**src/pkg/ext_irq_defines.svh**
```systemverilog
// Register offsets, bit positions and reset values of the external interrupt
`ifndef EXT_IRQ_DEFINES_SVH
`define EXT_IRQ_DEFINES_SVH
`define STATUS_CONTROL_ADDR 12'h000
`define BREAK_CONTROL_ADDR 12'h004
`define PIN_LEVEL_ADDR 12'h008
`define BIT_SENSE 0
`define BIT_MASK 1
`define BIT_ACK 2
`define BIT_PENDING 3
`define BIT_BREAK_CLEAR_ENABLE 0
`define SENSE_RESET 1'b0
`define MASK_RESET 1'b0
`define BREAK_CLEAR_ENABLE_RESET 1'b0
`define PIN_IDLE 1'b1
`endif

```
**src/pkg/ext_irq_pkg.sv**
```systemverilog
// Types of the external interrupt pin latch
package ext_irq_pkg;
  typedef enum logic {
    sense_edge,
    sense_edge_level
  } sense_t;
endpackage

```
**src/hdl/external_irq_pin_latch.sv**
```systemverilog
// External interrupt pin latch with APB status and control register
//
// Chosen here: the placing of the registers and the APB slave port.
`timescale 1ns/10ps
`include "ext_irq_defines.svh"

// Notes on behaviour
// (RQ1) Low pin latches request per sensitivity
// (RQ2) Vector fetch acknowledge clears the latch
// (RQ3) Writing 1 to acknowledge clears latch
// (RQ4) Reset clears the request latch
// (RQ5) Edge only after reset, level optional
// (RQ6) Trigger after acknowledge sets latch again
// (RQ7) Pending flag ignores the mask
// (RQ8) Mask withholds request from CPU
// (RQ9) CPU global mask blocks all requests
// (RQ10) Level mode holds request while pin low
// (RQ11) Level mode clears after ack and high
// (RQ12) Reset clears latch and sensitivity bit
// (RQ13) Edge mode acknowledge clears at once
// (RQ14) Active in wait, unmasked request wakes
// (RQ15) Asynchronous stop wake-up when unmasked
// (RQ16) Break clears allowed when enable set
// (RQ17) Break with enable clear freezes status; here a vector fetch still clears the latch
// (RQ18) Two-step clear frozen during break
// (RQ19) Pending flag read-only, one when pending
// (RQ20) Acknowledge bit write-only, reads zero
// (RQ21) Sensitivity bit: one adds low levels
// (RQ22) Request is pending and not masked
module external_irq_pin_latch (
  input wire logic i_clk,
  input wire logic i_rst,
  input wire logic i_psel,
  input wire logic i_penable,
  input wire logic i_pwrite,
  input wire logic [11:0] i_paddr,
  input wire logic [31:0] i_pwdata,
  input wire logic [3:0] i_pstrb,
  output logic [31:0] o_prdata,
  output logic o_pready,
  output logic o_pslverr,
  input wire logic i_irq_n,
  input wire logic i_vector_fetch,
  input wire logic i_break_state,
  output logic o_cpu_irq,
  output logic o_stop_wake
);

  logic pin_meta;
  logic pin_sync;
  logic pin_prev;
  logic [2:0] arm;
  logic irq_latch;
  logic mask_bit;
  logic break_clear_enable;
  ext_irq_pkg::sense_t sense;
  logic [31:0] rdata;
  logic [31:0] next_rdata;

  // Word match shared by the register decodes
  function automatic logic hit(input logic [11:0] a, input logic [11:0] b);
    return a == b;
  endfunction

  wire logic access = i_psel && i_penable;
  wire logic wr = access && i_pwrite && i_pstrb[0];
  wire logic sel_sc = hit(i_paddr, `STATUS_CONTROL_ADDR);
  wire logic sel_bf = hit(i_paddr, `BREAK_CONTROL_ADDR);
  wire logic sel_pin = hit(i_paddr, `PIN_LEVEL_ADDR);
  wire logic mapped = sel_sc || sel_bf || sel_pin;
  wire logic level_mode = (sense == ext_irq_pkg::sense_edge_level);
  // Edges ignored until the pin stages hold real samples after reset,
  // so a pin held low through reset raises no false request
  wire logic armed = arm[2];
  wire logic fall = armed && pin_prev && !pin_sync;
  // Only an edge sets the latch; in level mode the low level is added to pending,
  // so an acknowledge taken while the pin is low is not lost
  wire logic trigger = fall; // RQ1 RQ6
  // Software acknowledge blocked in break unless enabled; vector fetch still clears
  wire logic clr_ok = !i_break_state || break_clear_enable; // RQ16 RQ17 RQ18
  wire logic sw_ack = wr && sel_sc && i_pwdata[`BIT_ACK] && clr_ok; // RQ3
  wire logic ack = sw_ack || i_vector_fetch; // RQ2
  // Level mode keeps request while pin is low
  wire logic pending = irq_latch || (level_mode && !pin_sync); // RQ10 RQ11 RQ21
  wire logic next_latch = trigger ? 1'b1 : (ack ? 1'b0 : irq_latch); // RQ6

  // Two-flop synchroniser, first stage read only by the second
  always_ff @(posedge i_clk or posedge i_rst) begin
    if (i_rst) begin
      pin_meta <= `PIN_IDLE;
      pin_sync <= `PIN_IDLE;
      pin_prev <= `PIN_IDLE;
    end else begin
      pin_meta <= i_irq_n;
      pin_sync <= pin_meta;
      pin_prev <= pin_sync;
    end
  end

  // Arming delay covers both sync stages and the edge flop
  always_ff @(posedge i_clk or posedge i_rst) begin
    if (i_rst) begin
      arm <= 3'h0;
    end else begin
      arm <= {arm[1:0], 1'b1};
    end
  end

  // Set wins over acknowledge in the same cycle
  always_ff @(posedge i_clk or posedge i_rst) begin
    if (i_rst) begin
      irq_latch <= 1'b0; // RQ4 RQ12
    end else begin
      irq_latch <= next_latch; // RQ13
    end
  end

  always_ff @(posedge i_clk or posedge i_rst) begin
    if (i_rst) begin
      mask_bit <= `MASK_RESET;
      sense <= ext_irq_pkg::sense_edge; // RQ5 RQ12
      break_clear_enable <= `BREAK_CLEAR_ENABLE_RESET;
    end else begin
      if (wr && sel_sc) begin
        mask_bit <= i_pwdata[`BIT_MASK];
        sense <= ext_irq_pkg::sense_t'(i_pwdata[`BIT_SENSE]); // RQ21
      end
      if (wr && sel_bf) begin
        break_clear_enable <= i_pwdata[`BIT_BREAK_CLEAR_ENABLE];
      end
    end
  end

  always_comb begin
    next_rdata = 32'h0000_0000;
    if (sel_sc) begin
      next_rdata[`BIT_PENDING] = pending; // RQ7 RQ19
      next_rdata[`BIT_MASK] = mask_bit;
      next_rdata[`BIT_SENSE] = level_mode;
      next_rdata[`BIT_ACK] = 1'b0; // RQ20
    end else if (sel_bf) begin
      next_rdata[`BIT_BREAK_CLEAR_ENABLE] = break_clear_enable;
    end else if (sel_pin) begin
      next_rdata[0] = pin_sync;
    end
  end

  always_ff @(posedge i_clk or posedge i_rst) begin
    if (i_rst) begin
      rdata <= 32'h0000_0000;
    end else begin
      rdata <= next_rdata;
    end
  end

  // Read data registered in setup, so access phase is one cycle
  assign o_prdata = rdata;
  assign o_pready = i_psel && i_penable;
  assign o_pslverr = access && !mapped;
  // Outside CPU applies its own global mask
  assign o_cpu_irq = pending && !mask_bit; // RQ8 RQ9 RQ14 RQ22
  // Wake is combinational from the raw pin so it works with clocks stopped
  assign o_stop_wake = !mask_bit && (!i_irq_n || irq_latch); // RQ15
endmodule

```
**config.mk**
```make
export PLATFORM = sky130hd
export DESIGN_NAME = external_irq_pin_latch
export DESIGN_NICKNAME = d
export VERILOG_FILES = /design/src/pkg/ext_irq_pkg.sv /design/src/hdl/external_irq_pin_latch.sv
export VERILOG_INCLUDE_DIRS = /design/src /design/src/pkg
export SDC_FILE = /design/constraint.sdc
export NUM_CORES = 1
export LEC_CHECK = 0
export BUFFER_PORTS_ARGS = -buffer_cell sky130_fd_sc_hd__buf_4
export CAP_MARGIN = 20
export CORE_AREA = 2 2 53 55
export CTS_CLUSTER_DIAMETER = 150
export CTS_CLUSTER_SIZE = 40
export DETAILED_ROUTE_END_ITERATION = 10
export DIE_AREA = 0 0 55 57
export PLACE_DENSITY = 0.77
export REMOVE_ABC_BUFFERS = 1
export SLEW_MARGIN = 20
export SYNTH_ARGS = -nofsm -noshare
export SYNTH_HDL_FRONTEND = slang
export SYNTH_SLANG_ARGS = --single-unit
```
**constraint.sdc**
```tcl
create_clock -name i_clk -period 1.4 [get_ports i_clk]
set_clock_uncertainty 0.05 [all_clocks]
set_input_delay 0.35 -clock i_clk [delete_from_list [all_inputs] [get_ports i_clk]]
set_output_delay 0.35 -clock i_clk [all_outputs]
set_load 0.005 [all_outputs]
```
---- Word-level counts from Yosys, hierarchy flattened ----
Index checks and enable logic that the tools add are counted.
word-level totals
  register bits ........................... 14
  bits of input ports ..................... 56
  output and inout port bits .............. 36
  logic and storage cells ................. 43
operators by class
  equal/unequal tests ..................... 2
  muxes and demuxes ....................... 6
  reductions and logical operators ........ 26
operator list
  cell                                                              number
  1-bit logical AND                                                 13
  12-bit by 3-bit == test with 1-bit output, second input constant  1
  12-bit by 4-bit == test with 1-bit output, second input constant  1
  12-bit logical NOT                                                1
  1-bit logical OR                                                  6
  1-bit logical NOT                                                 5
  1-bit 2-to-1 mux                                                  5
  3-bit 2-to-1 mux                                                  1
  2-bit nonzero test                                                1

---- Logic depth before layout (Yosys ltp) ----
Gate-level depths: netlist of the first run.
  word-level depth ........................ 9
  gate-level depth with buffers ........... 3
  depth with buffers taken out ............ 3

---- Least setup slack after synthesis of the first run ----
OpenSTA, ideal clock, no wires.
  path type ............................... input -> output
  start point ............................. in i_paddr[5]
  end point ............................... out o_pslverr
  arrival time ............................ 0.938 ns
  data required time ...................... 1.000 ns
  setup slack ............................. 0.062 ns
  cell stages on the path ................. 3
  buffers on the path ..................... 0
  cell sequence ........................... nor4_4 > and2_1 > a31oi_1
between the ends
  longest elaborated chain between the ends .. 5
RTL lines
  what                                                                                    RTL line                       text
  start, declared                                                                         external_irq_pin_latch.sv:36   input wire logic [11:0] i_paddr,
  12-bit by 3-bit == test with 1-bit output / 12-bit logical NOT (equally long branches)  external_irq_pin_latch.sv:62   return a == b;
  1-bit logical OR                                                                        external_irq_pin_latch.sv:70   wire logic mapped = sel_sc || sel_bf || sel_pin;
  1-bit logical OR *                                                                      external_irq_pin_latch.sv:70
  1-bit logical NOT *                                                                     external_irq_pin_latch.sv:159  assign o_pslverr = access && !mapped;
  1-bit logical AND *                                                                     external_irq_pin_latch.sv:159
  end, declared                                                                           external_irq_pin_latch.sv:41   output logic o_pslverr,
Every way passes the cells marked *; elsewhere a longest branch is shown, timed or not.

---- Worst setup path after layout of the first run ----
  start point ............................. reg pin_sync
  end point ............................... out o_cpu_irq
between the ends
  longest elaborated chain between the ends .. 4
RTL lines
  what                    RTL line                       text
  start, declared         external_irq_pin_latch.sv:50   logic pin_sync;
  start signal, assigned  external_irq_pin_latch.sv:91   pin_sync <= `PIN_IDLE;
  start signal, assigned  external_irq_pin_latch.sv:95   pin_sync <= pin_meta;
  1-bit logical NOT       external_irq_pin_latch.sv:84   wire logic pending = irq_latch || (level_mode && !pin_sync);
  1-bit logical AND       external_irq_pin_latch.sv:84
  1-bit logical OR        external_irq_pin_latch.sv:84
  1-bit logical AND       external_irq_pin_latch.sv:161  assign o_cpu_irq = pending && !mask_bit;
  end, declared           external_irq_pin_latch.sv:45   output logic o_cpu_irq,
Every way passes these cells.

==> results.py, run 1 <==
metrics = {
    "sta": {
        "fmax_mhz": 630,
        "rsz0062_at_grt": "true",
        "min_period_ns": 1.59,
        "slew_viol_final": 0,
        "finalSetupTns_ns": -0.328,
        "fin_hold_ws_ns": 0.0383,
        "hold_viol_final": 0,
        "period_share": 1.13,
        "setup_violations": 3,
        "setup_ws_ns": -0.186,
    },
    "route": {
        "drt_wl_total_mm": 1.63,
        "vias": 617,
        "drt_drc_violations_left": 0,
        "wl_per_cell_um": 10.7,
        "drt_first_pass_iters": 4,
        "via_per_inst": 4.03,
        "final_antenna_net_count": 0,
        "drtIter0Drc": 9,
    },
    "setup_path": {
        "r2r-end": "o_prdata[3]",
        "r2r-start": "pin_sync",
        "critPathMaxFanout": 2,
        "worstSetupEndpoint": "o_cpu_irq",
        "crit_required_ns": 1.00,
        "worstSetupStartpoint": "pin_sync",
        "worst_setup_path_start_kind": "flop",
        "crit_path_end_kind": "primary output",
        "crit_type": "flop to primary output",
        "max_stage_delay_ns": 0.54,
        "arrival_ns": 1.19,
        "r2r_cells": 7,
        "crit_chain": "inv_2 -> a21oi_2 -> nor2_1 -> buf_4",
        "slowest_stage": "dfstp_2",
        "reg2reg_setup_slack_ns": 0.11,
    },
    "synthesis": {
        "synth_seq_cells": 13,
        "synth_area_leader_cell": "dfrtp_1",
        "yosysWarnings": 0,
        "postSynth.asyncResetShare": 1.00,
        "synth_xor_area_frac": 0,
        "synth_top_family_by_area": "buffers and inverters",
        "synth_top_cells_by_area": "dfrtp_1 31%, buf_4 27%, dfstp_2 9.6%",
        "synth-seq-area-share": 0.403,
        "muxShareOfSynthArea": 0.0536,
        "synth_edf_count": 0,
        "synth-simple-area-share": 0.207,
        "yosys.area.top_type_share": 0.306,
        "synth_compound_area_frac": 0.0429,
        "synth_flop_cell": "dfrtp_1",
        "synth_fa_ha_area_frac": 0,
        "syn-cell-area_sq_um": 817,
        "syn_inst": 79,
        "synth_area_per_cell_sq_um": 10.3,
        "synth.distinct_cells": 24,
    },
    "global_route": {
        "grt_max_degree": 14,
        "grt_antenna_before_repair": 0,
        "grt_pass1_vias": 606,
        "grt_pass1_wl_mm": 2.49,
        "grt_util_all_layers": 0.114,
        "overflow": 0,
    },
    "placed_design": {
        "placed_cell_area_sq_um": 991,
        "place_congestion": 0.764,
        "port_buffers": 30,
        "place_hpwl_mm": 1.25,
    },
    "finish": {
        "seq_area_sq_um": 329,
        "n_antenna_cell": 0,
        "final_nets": 179,
        "design_area_sq_um": 1090,
        "num-fill-cells": 262,
        "syn_to_final_growth_pct": 33.2,
        "multi_input_area_sq_um": 367,
        "drive_above_1_share": 0.443,
    },
    "cts": {
        "tritoncts": "done",
        "h-tree-depth": 1,
        "insertion_delay_ns": 0.28,
        "clkTransAtPathRegs_ns": 0.08,
        "cts_sinks": 13,
        "clockRootBuffer": "clkbuf_4",
        "clk_path_buf_depth": 2,
        "cts_buffers": 3,
        "hold_buffers": 0,
    },
    "outcome": {
        "violations": "negative setup slack",
        "status": "complete, but fails checks",
    },
    "pwr": {
        "p_leak_uw": 0.000589,
        "p_per_area_nw_per_um2": 750,
        "vdd_drop_max_v": 0.000742,
    },
    "floorplan": {
        "dieArea_sq_um": 3140,
        "start_util": 0.312,
        "die_h_um": 57,
        "placementRows": 19,
        "core_sq_um": 2620,
        "die_w_um": 55,
        "ioPinCount": 92,
    },
    "job": {
        "maxCapViolations": 0,
    },
    "hold_path": {
        "hold_class": "input pin to asynchronous set/reset pin",
    },
}
cell usage in the layout, fill, tap and decap left out, types with 3 or more instances in the layout:
master / count
buf_4: 37
conb_1: 30
dfrtp_1: 10
nor4_4: 3
and3_1: 3
inv_1: 3
nor2_1: 3
clkbuf_4: 3
buf_6: 3
dfstp_2: 3
area by class of cell:
| cell class | instances | share of cell area |
|---|---|---|
| tap | 31 | 0.0356 |
| clock inverter | 1 | 0.00460 |
| sequential | 13 | 0.302 |
| timing repair buffer | 40 | 0.286 |
| clock buffer | 3 | 0.0207 |
| multi-input combinational | 61 | 0.337 |
| inverter | 4 | 0.0138 |
where the power goes:
group	total, uW	switching [uW]	internal, uW
logic	186	81.5	105
registers	402	9.60	392
clock network	228	122	106
total	816	214	603
worst max-delay path: cells and delay by family, from the launching register on:
family | cells | cell delay (ns)
AO/OA/AOI/OAI | 1 | 0.13
buffers and inverters | 2 | 0.17
flip-flops | 1 | 0.54
AND/OR/NAND/NOR | 1 | 0.06
per-layer routing:
metal	vias to the layer above	wire, um	track usage
met5	-	0	0
met4	0	0	0.0383
met3	0	189	0.0654
met2	41	848	0.190
met1	285	593	0.117
li1	291	-	-
registers in the layout, indices dropped and copies added (netlist names):
| name | cells |
|---|---|
| o_prdata | 3 |
| pin_sync | 1 |
| pin_prev | 1 |
| arm | 3 |
| irq_latch | 1 |
| break_clear_enable | 1 |
| mask_bit | 1 |
| pin_meta | 1 |
| level_mode | 1 |
worst min path at each step:
stage	startpoint	end	slack, ns	depth (start not counted)
final	i_rst	level_mode	0.04	2
after global routing	i_rst	arm[1]	0.07	2
after CTS	i_rst	arm[1]	0.05	2
after detailed placement	pin_meta	pin_sync	0.30	0
after global placement	arm[1]	arm[2]	0.28	0
after floorplan	i_rst	arm[0]	0.17	1
cell families after synthesis:
family / count (synthesis)
AO/OA/AOI/OAI: 6
buffers and inverters: 33
other: 2
multiplexers: 4
flip-flops: 13
AND/OR/NAND/NOR: 21
Yosys cell counts (all sizes together), types with 2 or more instances:
| cell type | instances |
|---|---|
| buf | 29 |
| dfrtp | 10 |
| inv | 4 |
| a21oi | 3 |
| and3 | 3 |
| dfstp | 3 |
| mux2 | 3 |
| nor2 | 3 |
| nor4 | 3 |
| conb | 2 |
| nand2 | 2 |
| nand2b | 2 |
| nand4 | 2 |
per-stage QoR:
| step | setup WS (ns) | std cells | total power [uW] | util |
|---|---|---|---|---|
| final | -0.186 | 153 | 816 | 0.416 |
| after global routing | -0.257 | 153 | 882 | 0.416 |
| after CTS | -0.168 | 155 | 835 | 0.418 |
| after detailed placement | -0.254 | 142 | 556 | 0.379 |
| after global placement | -0.252 | 142 | 551 | 0.379 |
| after floorplan | 0.0617 | 78 | 460 | - |
repair_timing:
item                                    4_1_cts  5_1_grt
setup buffers                                 9        1
cloned                                        0        0
endpoints found under the setup margin        2        4
gates resized for setup                       3        3
pin swaps                                     1        4
No activity file was read; power rests on OpenSTA's default activity.
==> inputs of run 2 (changes only) <==
- SKIP_CTS_REPAIR_TIMING: not set -> 1
==> results.py, run 2 (synthesized netlist as in run 1, its figures left out) <==
metrics = {
    "floorplan": {
        "dieArea_sq_um": 3140,
        "core_sq_um": 2620,
        "ioPinCount": 92,
        "placementRows": 19,
        "die_h_um": 57,
        "die_w_um": 55,
        "start_util": 0.312,
    },
    "route": {
        "final_antenna_net_count": 0,
        "drt_drc_violations_left": 0,
        "wl_per_cell_um": 10.4,
        "drt_first_pass_iters": 3,
        "via_per_inst": 4.07,
        "drt_wl_total_mm": 1.55,
        "vias": 607,
        "drtIter0Drc": 10,
    },
    "finish": {
        "final_cells": 149,
        "n_antenna_cell": 0,
        "mostFrequentLayoutCells": "36 x buf_4, 30 x conb_1, 10 x dfrtp_1",
        "drive_above_1_share": 0.424,
        "final_nets": 175,
        "mostFrequentLayoutCell": "buf_4",
        "syn_to_final_growth_pct": 28.2,
        "finish.utilization": 0.400,
    },
    "outcome": {
        "violations": "negative setup slack",
        "status": "complete, but fails checks",
    },
    "global_route": {
        "grt_antenna_before_repair": 0,
        "grt_util_all_layers": 0.102,
        "grt_pass1_vias": 546,
        "overflow": 0,
        "grt_pass1_wl_mm": 2.23,
        "grt_max_degree": 14,
    },
    "setup_path": {
        "critPathMaxFanout": 4,
        "crit_path_end_kind": "primary output",
        "crit_required_ns": 1.00,
        "worstSetupEndpoint": "o_pslverr",
        "arrival_ns": 1.23,
        "worst_setup_path_start_kind": "input pin",
        "reg2reg_setup_slack_ns": 0.13,
        "worstSetupStartpoint": "i_paddr[10]",
        "r2r-end": "irq_latch",
        "r2r_cells": 3,
        "crit_type": "input pin to primary output",
        "r2r-start": "pin_sync",
    },
    "pwr": {
        "p_leak_uw": 0.000566,
        "power_uw": 787,
        "p_per_area_nw_per_um2": 751,
        "vdd_drop_max_v": 0.000737,
    },
    "sta": {
        "slew_viol_final": 0,
        "min_period_ns": 1.63,
        "period_share": 1.16,
        "setup_ws_ns": -0.230,
        "hold_viol_final": 0,
        "finalSetupTns_ns": -0.418,
        "fmax_mhz": 614,
        "fin_hold_ws_ns": 0.0367,
        "setup_violations": 2,
        "rsz0062_at_grt": "true",
    },
    "cts": {
        "cts_buffers": 3,
        "clockRootBuffer": "clkbuf_4",
        "h-tree-depth": 1,
        "clkTransAtPathRegs_ns": 0.08,
        "tritoncts": "done",
        "cts_sinks": 13,
        "clk_path_buf_depth": 2,
        "insertion_delay_ns": 0.28,
    },
    "hold_path": {
        "hold_class": "input pin to asynchronous set/reset pin",
    },
    "placed_design": {
        "port_buffers": 30,
        "place_hpwl_mm": 1.25,
        "place_congestion": 0.764,
        "dp_cells": 142,
    },
    "job": {
        "maxCapViolations": 0,
    },
}
-- run 2: cell count changes in the layout (fill, tap and decap cells not counted) --
cell   previous run  this run
buf_6             3         0
buf_4            37        36
-- run 2: worst min-delay path by stage --
stage	start	endpoint	slack, ns
after floorplan	i_rst	arm[0]	0.17
after global placement	arm[1]	arm[2]	0.28
after detailed placement	pin_meta	pin_sync	0.30
after CTS	i_rst	arm[1]	0.05
after global routing	i_rst	arm[1]	0.07
final	i_rst	irq_latch	0.04
-- run 2: area by class of cell --
cell class | count | area (sq um)
inverter | 4 | 15.0
sequential | 13 | 329
timing repair buffer | 36 | 270
clock inverter | 1 | 5.00
fill | 266 | 1570
clock buffer | 3 | 22.5
multi-input combinational | 61 | 367
tap | 31 | 38.8
-- run 2: worst max-delay path: stages --
cell     delay [ns]
buf_4          0.12
nor4_4         0.34
and2_4         0.21
a31oi_1        0.07
buf_4          0.14
-- run 2: metal layers --
metal | vias to the layer above | global-route usage | routed length (um)
met5 | - | 0 | 0
met4 | 0 | 0.0209 | 0
li1 | 283 | - | -
met3 | 0 | 0.0602 | 198
met1 | 285 | 0.107 | 568
met2 | 39 | 0.172 | 787
-- run 2: through the flow --
step           worst slack (ns)  cell area [sq um]
4_1_cts                  -0.258               1020
2_1_floorplan            0.0617                704
5_1_grt                  -0.260               1050
6_report                 -0.230               1050
3_3_place_gp             -0.252                991
3_5_place_dp             -0.254                991
-- run 2: report_power, final --
| part | total (uW) | internal, uW | switching, uW |
|---|---|---|---|
| clock network | 230 | 106 | 124 |
| logic | 156 | 81.0 | 74.6 |
| registers | 401 | 392 | 8.68 |
| total | 787 | 579 | 208 |
